## config.mk

```make
export PLATFORM = sky130hd
export DESIGN_NAME = fns_synth_control
export DESIGN_NICKNAME = d
export VERILOG_FILES = /design/src/fns_synth_control.v
export VERILOG_INCLUDE_DIRS = /design/src
export SDC_FILE = /design/constraint.sdc
export NUM_CORES = 1
export LEC_CHECK = 0
export BUFFER_PORTS_ARGS = -buffer_cell sky130_fd_sc_hd__buf_4
export CORE_AREA = 10 10 176 178
export DETAILED_ROUTE_END_ITERATION = 8
export DIE_AREA = 0 0 186 188
export PLACE_DENSITY = 0.81
export SYNTH_ARGS = -nofsm -noshare
export SYNTH_HDL_FRONTEND = slang
export SYNTH_SLANG_ARGS = --single-unit
```

## constraint.sdc

```tcl
create_clock -name ref_clk -period 5.1 [get_ports ref_clk]
set_input_delay 0.765 -clock ref_clk [delete_from_list [all_inputs] [get_ports ref_clk]]
set_output_delay 0.765 -clock ref_clk [all_outputs]
set_load 0.05 [all_outputs]
```

## src/fns_regs.vh

```
// register map, field positions, reset values and timing counts of the synthesiser control
`ifndef FNS_REGS_VH
`define FNS_REGS_VH
`define FNS_ADDR_W 8
`define FNS_DATA_W 16
`define FNS_FRAME_BITS 5'h18
`define FNS_A_GENERAL_RESET 8'h01
`define FNS_A_GENERAL_CONTROL 8'h31
`define FNS_A_SYNTH_CONFIG 8'h34
`define FNS_A_BLEED_CURRENT_CONFIG 8'h35
`define FNS_A_LOCK_DETECT_CONFIG 8'h36
`define FNS_A_FAST_LOCK_CONFIG 8'h37
`define FNS_A_REFERENCE_DIVIDER 8'h38
`define FNS_A_INTEGER_DIVIDER 8'h39
`define FNS_A_FRACTION_LOW 8'h3a
`define FNS_A_FRACTION_HIGH 8'h3b
`define FNS_A_OUTPUT_PATH_CONTROL 8'h3f
`define FNS_A_GENERAL_CONTROL_READBACK 8'hc1
`define FNS_A_DEVICE_STATUS 8'hc4
`define FNS_A_INTERRUPT_ENABLE 8'hc5
`define FNS_A_POWER_STATUS 8'hc6
`define FNS_A_REFERENCE_DIVIDER_READBACK 8'hc8
`define FNS_A_INTEGER_DIVIDER_READBACK 8'hc9
`define FNS_A_FRACTION_LOW_READBACK 8'hca
`define FNS_A_FRACTION_HIGH_READBACK 8'hcb
`define FNS_A_OUTPUT_PATH_READBACK 8'hcf
`define FNS_A_INTERRUPT_ENABLE_WR 8'h45
`define FNS_READ_BIT 7
`define FNS_RST_REG 16'h0000
`define FNS_GC_REF_AMP_EN 0
`define FNS_GC_IF_EN 1
`define FNS_GC_RF_EN 2
`define FNS_SC_MODE_HI 14
`define FNS_SC_MODE_LO 11
`define FNS_SC_MODE_INTEGER 4'h0
`define FNS_SC_RES16 9
`define FNS_LD_DIGITAL 0
`define FNS_LD_COUNT_HI 11
`define FNS_LD_COUNT_LO 4
`define FNS_LD_FAST_LOCK_EN 12
`define FNS_DS_LOCK 0
`define FNS_DS_FAST_LOCK 1
`define FNS_DS_CP_ON 2
`define FNS_DS_REF_CLK_OK 7
`define FNS_CLK_PERIOD_NS 8
`define FNS_CLK_STABLE_NS 1000
`define FNS_CLK_STABLE_CYC ((`FNS_CLK_STABLE_NS + `FNS_CLK_PERIOD_NS - 1) / `FNS_CLK_PERIOD_NS)
`endif

```

## src/fns_synth_control.v

```verilog
// digital control of the fractional-n synthesiser behind its serial control port
// Contract
// [RULE1] power-up equals general reset state
// [RULE2] reset pin gives same general reset state
// [RULE3] power status shows each regulator stable
// [RULE4] reference amplifier on when either synthesiser enabled
// [RULE5] gate reference clock until stable, whole cycles
// [RULE6] device status bit 7 reports reference clock
// [RULE7] fraction has 24-bit resolution
// [RULE8] divider update switches to fast-lock setting
// [RULE9] fast lock ends by itself after delay
// [RULE10] lock detector selectable analogue or digital
// [RULE11] general control bit 2 enables synthesiser
// [RULE12] charge pump off until first divider load
// [RULE13] host writes setup registers before divider
// [RULE14] loop runs once divider loaded, rewritable
// [RULE15] host keeps fixed divider write order
// [RULE16] integer mode applies on integer write
// [RULE17] fractional modes apply on lower fraction write
// [RULE18] fast-lock enable bit 12 triggers per apply
`timescale 1ns/1ns
`include "fns_regs.vh"
module fns_synth_control (
    input wire ref_clk,
    input wire rst,
    input wire ce,
    input wire reset_in_low,
    input wire ser_clk,
    input wire ser_cs_n,
    input wire ser_data_in,
    output reg ser_data_out,
    output reg ser_data_oe,
    input wire [3:0] reg_stable,
    input wire lock_analog,
    input wire phase_ok,
    output reg ref_amp_en,
    output reg ref_clk_gate,
    output reg synth_pwr,
    output reg if_synth_pwr,
    output reg cp_enable,
    output reg fast_lock_output,
    output reg lock_detect,
    output reg [15:0] synth_config_out,
    output reg [15:0] bleed_out,
    output reg [15:0] out_path_out,
    output reg [15:0] ref_div_out,
    output reg [15:0] div_int,
    output reg [23:0] div_frac,
    output reg div_load
);
    // synchronisers: first stage read only by second
    reg [4:0] sclk_s_q;
    reg [2:0] cs_s_q;
    reg [1:0] din_s_q;
    reg [1:0] rstn_s_q;
    reg [3:0] pwr_s1_q;
    reg [3:0] pwr_s2_q;
    reg [1:0] lka_s_q;
    reg [1:0] pok_s_q;
    // serial port
    reg [4:0] bit_cnt_q;
    reg [7:0] addr_q;
    reg [15:0] shin_q;
    reg [15:0] shout_q;
    reg rd_act_q;
    reg cmd_rst_q;
    // registers
    reg [15:0] general_control_q;
    reg [15:0] synth_config_q;
    reg [15:0] bleed_current_config_q;
    reg [15:0] lock_detect_config_q;
    reg [15:0] fast_lock_config_q;
    reg [15:0] reference_divider_q;
    reg [15:0] integer_divider_q;
    reg [15:0] fraction_low_q;
    reg [15:0] fraction_high_q;
    reg [15:0] output_path_control_q;
    reg [15:0] interrupt_enable_q;
    // control state
    reg [7:0] stab_cnt_q;
    reg clk_ok_q;
    reg [15:0] fl_cnt_q;
    reg [7:0] lk_cnt_q;

    wire sclk_rise = sclk_s_q[3] & ~sclk_s_q[4];
    wire sclk_fall = ~sclk_s_q[3] & sclk_s_q[4];
    wire cs_act = ~cs_s_q[1];
    wire pin_rst = ~rstn_s_q[1];
    wire gen_rst = rst | pin_rst | cmd_rst_q; // [RULE1] [RULE2]
    wire rf_en = general_control_q[`FNS_GC_RF_EN];
    wire if_en = general_control_q[`FNS_GC_IF_EN];
    wire amp_want = general_control_q[`FNS_GC_REF_AMP_EN] | rf_en | if_en; // [RULE4]
    wire wr_done = cs_act & sclk_rise & (bit_cnt_q == 5'h17) & ~addr_q[`FNS_READ_BIT];
    wire [15:0] wr_data = {shin_q[14:0], din_s_q[1]};

    // true when the synthesiser configuration selects a fractional modulator
    function frac_mode;
        input [15:0] cfg;
        begin
            frac_mode = (cfg[`FNS_SC_MODE_HI:`FNS_SC_MODE_LO] != `FNS_SC_MODE_INTEGER);
        end
    endfunction

    // register value returned for a read address
    function [15:0] read_mux;
        input [7:0] a;
        input [15:0] ds;
        begin
            case (a)
                `FNS_A_GENERAL_CONTROL_READBACK: read_mux = general_control_q;
                `FNS_A_DEVICE_STATUS: read_mux = ds;
                `FNS_A_INTERRUPT_ENABLE: read_mux = interrupt_enable_q;
                `FNS_A_POWER_STATUS: read_mux = {12'h000, pwr_s2_q}; // [RULE3]
                `FNS_A_REFERENCE_DIVIDER_READBACK: read_mux = reference_divider_q;
                `FNS_A_INTEGER_DIVIDER_READBACK: read_mux = integer_divider_q;
                `FNS_A_FRACTION_LOW_READBACK: read_mux = fraction_low_q;
                `FNS_A_FRACTION_HIGH_READBACK: read_mux = fraction_high_q;
                `FNS_A_OUTPUT_PATH_READBACK: read_mux = output_path_control_q;
                default: read_mux = 16'h0000;
            endcase
        end
    endfunction

    wire [15:0] dev_status = {8'h00, clk_ok_q, 4'h0, cp_enable, fast_lock_output, lock_detect}; // [RULE6]
    wire [7:0] cur_addr = {addr_q[6:0], din_s_q[1]};

    // divide ratio takes effect: integer write in integer mode, low fraction write otherwise
    wire apply_int = wr_done & (addr_q == `FNS_A_INTEGER_DIVIDER) & ~frac_mode(synth_config_q); // [RULE16]
    wire apply_frac = wr_done & (addr_q == `FNS_A_FRACTION_LOW) & frac_mode(synth_config_q); // [RULE17]
    wire apply = apply_int | apply_frac;

    // synchronisers, reset only by the power-on reset
    always @(posedge ref_clk) begin
        if (rst) begin
            sclk_s_q <= 5'h00;
            cs_s_q <= 3'h7;
            din_s_q <= 2'h0;
            rstn_s_q <= 2'h3;
            pwr_s1_q <= 4'h0;
            pwr_s2_q <= 4'h0;
            lka_s_q <= 2'h0;
            pok_s_q <= 2'h0;
        end else if (ce) begin
            sclk_s_q <= {sclk_s_q[3:0], ser_clk};
            cs_s_q <= {cs_s_q[1:0], ser_cs_n};
            din_s_q <= {din_s_q[0], ser_data_in};
            rstn_s_q <= {rstn_s_q[0], reset_in_low};
            pwr_s1_q <= reg_stable;
            pwr_s2_q <= pwr_s1_q; // [RULE3]
            lka_s_q <= {lka_s_q[0], lock_analog};
            pok_s_q <= {pok_s_q[0], phase_ok};
        end
    end

    // serial frame: 8 address bits then 16 data bits, msb first, sampled on rising clock
    always @(posedge ref_clk) begin
        if (rst | pin_rst) begin
            bit_cnt_q <= 5'h00;
            addr_q <= 8'h00;
            shin_q <= 16'h0000;
            shout_q <= 16'h0000;
            rd_act_q <= 1'b0;
            cmd_rst_q <= 1'b0;
            ser_data_out <= 1'b0;
            ser_data_oe <= 1'b0;
        end else if (ce) begin
            cmd_rst_q <= 1'b0;
            if (!cs_act) begin
                bit_cnt_q <= 5'h00;
                rd_act_q <= 1'b0;
                ser_data_oe <= 1'b0;
                ser_data_out <= 1'b0;
            end else begin
                if (sclk_rise && bit_cnt_q != `FNS_FRAME_BITS) begin
                    bit_cnt_q <= bit_cnt_q + 5'h01;
                    if (bit_cnt_q < 5'h08) begin
                        addr_q <= cur_addr;
                    end else begin
                        shin_q <= wr_data;
                    end
                    if (bit_cnt_q == 5'h07) begin
                        if (cur_addr == `FNS_A_GENERAL_RESET) begin
                            cmd_rst_q <= 1'b1; // [RULE1]
                        end
                        if (cur_addr[`FNS_READ_BIT]) begin
                            rd_act_q <= 1'b1;
                            shout_q <= read_mux(cur_addr, dev_status);
                        end
                    end
                end
                if (sclk_fall && rd_act_q) begin
                    ser_data_oe <= 1'b1;
                    ser_data_out <= shout_q[15];
                    shout_q <= {shout_q[14:0], 1'b0};
                end
            end
        end
    end

    // control registers, all cleared by any general reset source
    always @(posedge ref_clk) begin
        if (gen_rst) begin // [RULE1] [RULE2]
            general_control_q <= `FNS_RST_REG;
            synth_config_q <= `FNS_RST_REG;
            bleed_current_config_q <= `FNS_RST_REG;
            lock_detect_config_q <= `FNS_RST_REG;
            fast_lock_config_q <= `FNS_RST_REG;
            reference_divider_q <= `FNS_RST_REG;
            integer_divider_q <= `FNS_RST_REG;
            fraction_low_q <= `FNS_RST_REG;
            fraction_high_q <= `FNS_RST_REG;
            output_path_control_q <= `FNS_RST_REG;
            interrupt_enable_q <= `FNS_RST_REG;
        end else if (ce && wr_done) begin
            case (addr_q)
                `FNS_A_GENERAL_CONTROL: general_control_q <= wr_data; // [RULE11]
                `FNS_A_SYNTH_CONFIG: synth_config_q <= wr_data;
                `FNS_A_BLEED_CURRENT_CONFIG: bleed_current_config_q <= wr_data;
                `FNS_A_LOCK_DETECT_CONFIG: lock_detect_config_q <= wr_data;
                `FNS_A_FAST_LOCK_CONFIG: fast_lock_config_q <= wr_data;
                `FNS_A_REFERENCE_DIVIDER: reference_divider_q <= wr_data;
                `FNS_A_INTEGER_DIVIDER: integer_divider_q <= wr_data;
                `FNS_A_FRACTION_LOW: fraction_low_q <= wr_data;
                `FNS_A_FRACTION_HIGH: fraction_high_q <= wr_data;
                `FNS_A_OUTPUT_PATH_CONTROL: output_path_control_q <= wr_data;
                `FNS_A_INTERRUPT_ENABLE_WR: interrupt_enable_q <= wr_data;
                default: general_control_q <= general_control_q;
            endcase
        end
    end

    // reference amplifier, stability hold-off and clock gate
    always @(posedge ref_clk) begin
        if (gen_rst) begin
            ref_amp_en <= 1'b0;
            stab_cnt_q <= 8'h00;
            clk_ok_q <= 1'b0;
            ref_clk_gate <= 1'b0;
            synth_pwr <= 1'b0;
            if_synth_pwr <= 1'b0;
        end else if (ce) begin
            ref_amp_en <= amp_want; // [RULE4] [RULE11]
            synth_pwr <= rf_en; // [RULE11]
            if_synth_pwr <= if_en;
            if (!ref_amp_en) begin
                stab_cnt_q <= 8'h00;
                clk_ok_q <= 1'b0;
            end else if (stab_cnt_q == `FNS_CLK_STABLE_CYC - 1) begin
                clk_ok_q <= 1'b1; // [RULE5]
            end else begin
                stab_cnt_q <= stab_cnt_q + 8'h01;
            end
            // gate changes only on a rising edge so the first passed cycle is whole
            ref_clk_gate <= clk_ok_q & ref_amp_en; // [RULE5]
        end
    end

    // main divider, charge pump release and fast lock
    always @(posedge ref_clk) begin
        if (gen_rst) begin
            div_int <= 16'h0000;
            div_frac <= 24'h000000;
            div_load <= 1'b0;
            cp_enable <= 1'b0;
            fast_lock_output <= 1'b0;
            fl_cnt_q <= 16'h0000;
        end else if (ce) begin
            div_load <= apply; // [RULE14]
            if (apply_int) begin
                div_int <= wr_data; // [RULE16]
                div_frac <= 24'h000000;
            end
            if (apply_frac) begin
                div_int <= integer_divider_q; // [RULE17]
                if (synth_config_q[`FNS_SC_RES16]) begin
                    div_frac <= {wr_data, 8'h00};
                end else begin
                    div_frac <= {fraction_high_q[7:0], wr_data}; // [RULE7]
                end
            end
            if (!rf_en) begin
                cp_enable <= 1'b0; // [RULE12]
            end else if (apply) begin
                cp_enable <= 1'b1; // [RULE12] [RULE14]
            end
            if (apply && lock_detect_config_q[`FNS_LD_FAST_LOCK_EN]) begin
                fast_lock_output <= 1'b1; // [RULE8] [RULE18]
                fl_cnt_q <= (fast_lock_config_q == 16'h0000) ? 16'h0001 : fast_lock_config_q;
            end else if (fast_lock_output) begin
                if (fl_cnt_q == 16'h0001) begin
                    fast_lock_output <= 1'b0; // [RULE9]
                end
                fl_cnt_q <= fl_cnt_q - 16'h0001;
            end
        end
    end

    // lock detector: analogue input or digital count of consecutive in-phase cycles
    always @(posedge ref_clk) begin
        if (gen_rst) begin
            lk_cnt_q <= 8'h00;
            lock_detect <= 1'b0;
        end else if (ce) begin
            if (!cp_enable) begin
                lk_cnt_q <= 8'h00;
                lock_detect <= 1'b0;
            end else if (!lock_detect_config_q[`FNS_LD_DIGITAL]) begin
                lk_cnt_q <= 8'h00;
                lock_detect <= lka_s_q[1]; // [RULE10]
            end else if (!pok_s_q[1]) begin
                lk_cnt_q <= 8'h00;
                lock_detect <= 1'b0;
            end else if (lk_cnt_q >= lock_detect_config_q[`FNS_LD_COUNT_HI:`FNS_LD_COUNT_LO]) begin
                lock_detect <= 1'b1; // [RULE10]
            end else begin
                lk_cnt_q <= lk_cnt_q + 8'h01;
            end
        end
    end

    // configuration fields handed to the analogue section
    always @(posedge ref_clk) begin
        if (gen_rst) begin
            synth_config_out <= 16'h0000;
            bleed_out <= 16'h0000;
            out_path_out <= 16'h0000;
            ref_div_out <= 16'h0000;
        end else if (ce) begin
            synth_config_out <= synth_config_q;
            bleed_out <= bleed_current_config_q;
            out_path_out <= output_path_control_q;
            ref_div_out <= reference_divider_q;
        end
    end
endmodule // fns_synth_control

```

==> summary.txt, run 1 <==
Crit path launch type = flop
Async SR Flop Fraction = 0%
Reg2reg path depth = 5
Sequential power share = 49.4%
Worst-path fanout max = 20
Initial DRT Pass Iterations = 7
Max_cap viols = 0
Fin nets = 1934
Drt initial violations = 1383
Primary FF master, synth = dfxtp_1
I/O pins = 127
Sw frac = 22.01%
Post-CTS Setup Bufs = 0
R2R Setup Slk = 1.73 ns
Internal power = 4794 µW
DPL Wire Length = 30.91 mm
CP arrival = 3.84 ns
CP Launch Point = addr_q[1]$_SDFFE_PP0P_
Hold Buf Count CTS = 0
GRT overflow = 0
P&R area growth vs syn = 14.31%
Core ar. = 27480 µm²
Crit-path cells = nand2b_1 -> nor4_1 -> nand2b_1 -> or3_1 -> o2bb2ai_1
H-tree depth = 2
Critical Path Sink = div_frac[20]$_SDFFE_PP0P_
Total negative setup slack = 0 ns
P_leak = 0.006780 µW
Synth top area cells = dfxtp_1, mux2i_1, nand2_1
Seq/Total Area, Yosys = 47.42%
Die span in y = 188 µm
Post-CTS sizing = 0
Starting Density = 59.31%
Fin. max-slew vios = 0
RePlAce Congestion = 0.9390
CP max stage cell = dfxtp_1
RR Endpoint = div_frac[20]$_SDFFE_PP0P_
Fmax = 296.5 MHz
Tightest Pin Transition = 1.300 ns
Setup CP Type = flop to flop
CP top delay family = simple AND/OR/NAND/NOR gates
Vias per std cell = 6.157
Pwr Density = 330.0 nW/µm²
CTS Sinks = 386
Final setup fails = 0
Peak supply drop = 249.3 µV
Tot Pwr = 6147 µW
Commonest cells after routing, fill and taps aside = dfxtp_1, nand2_1, mux2i_1
HP Class = input port to flop
Crit. End Element = flop
CTS tree = built
Tcrit/Tclk final = 66.13%
Largest net degree at the start of global routing = 136
Worst r2r src = addr_q[1]$_SDFFE_PP0P_
Number of antenna violations at the first check in global routing = 0
Root Driver = clkbuf_16
Clock skew = 0.01881 ns
DRC violations left = 0
Tmin final = 3.372 ns
Clock latency on the worst-skew pair = 0.54 ns
Clk buf depth = 3
WP data required = 5.56 ns
Total number of yosys warnings = 0
Vias in the first global route = 13349
Synth Instances = 1865
Port-buffer cells = 126
Status = complete, no violations
Full die area = 34970 µm²
Share of total power in the clock network = 47.9%
Syn Nets = 1893
Average wire per cell in the routed design = 20.83 µm
Yosys top cell area share = 47.42%
WL final = 47.50 mm
Buf+Inv Stages, Crit Path = 0
Layout cells sized above 1 = 12.67%
Register bit total from synthesis = 386
Clock buffer count from CTS = 39
Filler Cell Count = 2231
Synth area leader = dfxtp_1
Unrepaired setup endpoints after global routing = no
Stages on the worst setup path = 5
Diode count = 0
Combinational share of power = 2.7%
Vias = 14037
First-pass GRT wire length = 73.55 mm
Top cell by count, worst path = nand2b_1
EDFF count, synth = 0
GR Util All Layers = 26.13%
Post-route ant nets = 0
Commonest non-fill, non-tap cell in the layout = dfxtp_1
Slowest stage delay, CP = 0.87 ns
Clock-pin transition on the worst setup and hold timing paths = 0.06 ns
Mapped Avg Cell Area = 8.738 µm²
Final Hold Fails = 0
Utilization after layout = 67.80%
Die width = 186 µm
FP Rows = 61
Net Switching = 1353 µW
Number of distinct library cells after synthesis = 74
Slew headroom = 12.51%
Mapped Area = 16300 µm²
-- state kept, by name, indices dropped and copies added, names as in the netlist, 8 cells and up --
| signal | flops |
|---|---|
| lk_cnt_q | 8 |
| shout_q | 16 |
| out_path_out | 16 |
| output_path_control_q | 16 |
| integer_divider_q | 16 |
| bleed_current_config_q | 16 |
| fraction_high_q | 16 |
| div_int | 16 |
| shin_q | 15 |
| fast_lock_config_q | 16 |
| general_control_q | 16 |
| synth_config_out | 16 |
| bleed_out | 16 |
| fl_cnt_q | 16 |
| fraction_low_q | 16 |
| interrupt_enable_q | 16 |
| synth_config_q | 16 |
| ref_div_out | 16 |
| stab_cnt_q | 8 |
| addr_q | 8 |
| div_frac | 24 |
| reference_divider_q | 16 |
| lock_detect_config_q | 10 |
-- synth_stat cells, drive strengths merged, types with 4 or more instances --
master	count
dfxtp	386
nand2	334
mux2i	195
nor2	194
a21oi	183
clkbuf	127
a22oi	36
nand3	33
o21ai	25
a211oi	24
buf	21
nor4	20
inv	19
o2bb2ai	19
and3	18
nor3	18
o22ai	17
ha	15
nor2b	15
or3	14
nand2b	10
a211o	9
a22o	9
a31oi	9
or4	8
a221oi	7
and2	7
nand4b	7
a21o	6
mux2	6
nand3b	6
xnor2	6
nand4	5
o211ai	5
and3b	4
xor2	4
-- layer usage --
metal,GRT usage (%),vias up,share of wire [%],routed length [µm]
met4,11.94,0,4.7,2228
met2,41.78,660,47,22160
met3,6.031,133,9.0,4284
met5,0,-,0,0
met1,32.67,6651,40,18830
li1,-,6593,-,-
-- metrics by stage --
step	worst slack [ns]	cell area, µm²	cells	hold WS [ns]
floorplan	2.497	16300	1865	0.4211
global placement	1.780	17310	2211	0.4324
detailed placement	1.741	17310	2211	0.4348
CTS	1.838	18630	2280	0.4295
global route	1.588	18630	2280	0.4298
finish	1.728	18630	2280	0.4399
-- worst min path at each step --
stage	start	to	slack (ns)	depth (start not counted)
after detailed placement	rd_act_q$_SDFFE_PP0P_	rd_act_q$_SDFFE_PP0P_	0.43	2
after global placement	rd_act_q$_SDFFE_PP0P_	rd_act_q$_SDFFE_PP0P_	0.43	2
after CTS	ser_cs_n	cs_s_q[0]$_SDFFE_PP1P_	0.43	2
final	ser_cs_n	cs_s_q[0]$_SDFFE_PP1P_	0.44	2
after floorplan	rd_act_q$_SDFFE_PP0P_	rd_act_q$_SDFFE_PP0P_	0.42	2
after global routing	reset_in_low	rstn_s_q[0]$_SDFFE_PP1P_	0.43	2
-- power by group through the flow --
stage          logic [µW]  clock network, µW  registers [µW]
2_1_floorplan         123                  0            3100
5_1_grt               181               3100            3030
3_5_place_dp          166                  0            3100
3_3_place_gp          164                  0            3100
4_1_cts               167               2960            3030
6_report              169               2940            3030
-- cell type report --
| cell class | count | area [µm²] | area share (%) |
|---|---|---|---|
| well taps | 346 | 432.9 | 2.324 |
| clock buffers | 50 | 1089 | 5.844 |
| flip-flops and latches | 386 | 7730 | 41.50 |
| inverters | 20 | 75.07 | 0.4030 |
| clock inverters | 19 | 230.2 | 1.236 |
| multi-input cells | 1311 | 7931 | 42.58 |
| repair buffers | 148 | 1140 | 6.119 |
-- worst reg2reg max path, stage by stage, from the launching register on --
cell	delay, ns
dfxtp_1	0.87
nand2b_1	0.35
nor4_1	0.41
nand2b_1	0.60
or3_1	0.80
o2bb2ai_1	0.27
-- cells by family after synthesis --
kind of cell / after synthesis / share of synthesized area (%)
simple gates: 705 / 19.46
flops: 386 / 47.42
compound gates: 380 / 14.95
mux: 201 / 12.39
buf+inv: 168 / 4.092
fa+ha+maj: 15 / 1.152
xor+xnor: 10 / 0.5374
Note: power is estimated with default switching activity, not from simulation.
==> run 2: changes to the inputs <==
==> constraint.sdc (replaced) <==
create_clock -name ref_clk -period 3.2 [get_ports ref_clk]
set_input_delay 0.48 -clock ref_clk [delete_from_list [all_inputs] [get_ports ref_clk]]
set_output_delay 0.48 -clock ref_clk [all_outputs]
set_load 0.05 [all_outputs]
==> summary.txt, run 2 (synthesis gave the netlist of run 1 again) <==
Vias per std cell = 6.175 (+0.31%)
I/O pins = 127 (unchanged)
Commonest cells after routing, fill and taps aside = dfxtp_1, nand2_1, mux2i_1
RePlAce Congestion = 0.9582 (+2.0%)
Number of antenna violations at the first check in global routing = 0 (unchanged)
Post-route ant nets = 0 (unchanged)
Biggest register = div_frac
Clock-pin transition on the worst setup and hold timing paths = 0.06 ns (about the same)
Largest net degree at the start of global routing = 163 (+20%)
Status = complete, no violations
Total negative setup slack = 0 ns (unchanged)
Tcrit/Tclk final = 87.50% (+21 points)
WP data required = 3.60 ns (-1.96 ns)
Layout cells sized above 1 = 13.92% (+1.3 points)
First-pass GRT wire length = 75.61 mm (+2.8%)
Tightest Pin Transition = 1.132 ns (-0.1684 ns)
Crit. End Element = flop
Slowest stage delay, CP = 0.76 ns (-0.11 ns)
Port-buffer cells = 126 (unchanged)
Final Hold Fails = 0 (unchanged)
CP arrival = 3.20 ns (-0.64 ns)
P&R area growth vs syn = 15.69%
Die width = 186 µm (unchanged)
FP Rows = 61 (unchanged)
Post-CTS Setup Bufs = 0 (unchanged)
Vias in the first global route = 13777 (+3.2%)
Placed cell areas = 17510 µm² (+1.1%)
Peak supply drop = 494.8 µV (+99%)
Clk buf depth = 3 (unchanged)
Diode count = 0 (unchanged)
GR Util All Layers = 26.67% (+0.54 points)
H-tree depth = 2 (unchanged)
Worst r2r src = bit_cnt_q[4]$_SDFFE_PP0P_
Fin. max-slew vios = 0 (unchanged)
Clock skew = 0.02111 ns (+0.002299 ns)
CP top delay family = simple AND/OR/NAND/NOR gates
Worst-path fanout max = 16 (-20%)
HP Class = input port to flop
Drt initial violations = 1501 (+8.5%)
Hold Buf Count CTS = 0 (unchanged)
Max_cap viols = 0 (unchanged)
Root Driver = clkbuf_16
Die span in y = 188 µm (unchanged)
Full die area = 34970 µm² (unchanged)
Crit path launch type = flop
Core ar. = 27480 µm² (unchanged)
CP max stage cell = or4_1
CTS Sinks = 386 (unchanged)
Buf+Inv Stages, Crit Path = 0 (unchanged)
Final setup fails = 0 (unchanged)
P_leak = 0.006943 µW (+2.4%)
Fmax = 357.1 MHz (+20%)
Number of flip-flops in the largest register = 24 (unchanged)
Clock buffer count from CTS = 41 (+5.1%)
CP Launch Point = bit_cnt_q[4]$_SDFFE_PP0P_
Pwr Density = 522.3 nW/µm² (+58%)
Setup CP Type = flop to flop
Starting Density = 59.31% (unchanged)
CTS tree = built
Tmin final = 2.800 ns (-0.5724 ns)
DRC violations left = 0 (unchanged)
DPL Wire Length = 31.43 mm (+1.7%)
WL final = 47.87 mm (+0.79%)
Unrepaired setup endpoints after global routing = no
Crit-path cells = or3b_1 -> or4_1 -> or4_4 -> mux2i_1 -> nor2_1
Design area = 18850 µm² (+1.2%)
Vias = 14290 (+1.8%)
Fin nets = 1966 (+1.7%)
Average wire per cell in the routed design = 20.69 µm (-0.70%)
Commonest non-fill, non-tap cell in the layout = dfxtp_1
Hold_sp = reset_in_low
GRT overflow = 0 (unchanged)
Filler Cell Count = 2106 (-5.6%)
Post-CTS sizing = 0 (unchanged)
Initial DRT Pass Iterations = 6 (-1)
Slew headroom = 24.43% (+12 points)
Clock latency on the worst-skew pair = 0.54 ns (about the same)
-- run 2: cell count changes in the layout (fill, tap and decap cells not counted), sizes merged --
cell      previous run  this run
buf                148       178
bufinv               4         3
clkbuf              50        59
clkinv              10         9
clkinvlp             5         0
inv                 20        22
-- run 2: final timing paths --
kind              slack, ns  depth (start not counted)                            endpoint
setup / recovery       0.40                          5  general_control_q[11]$_SDFFE_PP0P_
hold / removal         0.16                          2            rstn_s_q[0]$_SDFFE_PP1P_
setup reg to reg       0.40                          5  general_control_q[11]$_SDFFE_PP0P_
hold reg to reg        0.45                          2    fraction_high_q[13]$_SDFFE_PP0P_
-- run 2: power by group --
part | switching, µW | internal [µW] | total [µW]
registers | 13.4 | 4820 | 4830
clock network | 1920 | 2820 | 4740
logic | 194 | 75.7 | 270
-- run 2: worst register-to-register path: stages, from the launching register on --
cell	delay [ns]
dfxtp_1	0.40
or3b_1	0.43
or4_1	0.76
or4_4	0.74
mux2i_1	0.26
nor2_1	0.07
-- run 2: layer usage --
layer  up-vias  wire, µm  track usage (%)
met1      6783     18930            32.90
met4         0      2526            13.21
met3       174      3788            5.007
met5         -         0                0
li1       6662         -                -
met2       671     22630            43.52
-- run 2: per-stage QoR --
stage	setup slack, ns	total power [µW]	utilization [%]	hold WS, ns	instances
after floorplan	0.6527	5133	-	0.4211	1865
after global placement	0.5804	5202	63.72	0.4324	2241
after detailed placement	0.5067	5206	63.72	0.4436	2241
after CTS	0.4497	9887	68.62	0.1518	2314
after global routing	0.3140	10100	68.62	0.1649	2314
final	0.4000	9847	68.62	0.1635	2314
-- run 2: cell type report --
class                           instances  area (µm²)  area share, %
Timing Repair Buffer                  178        1353          7.174
Tap cell                              346       432.9          2.296
Multi-Input combinational cell       1311        7916          41.99
Sequential cell                       386        7730          41.00
Clock inverter                         14       162.7         0.8628
Inverter                               20       75.07         0.3982
Clock buffer                           59        1184          6.278
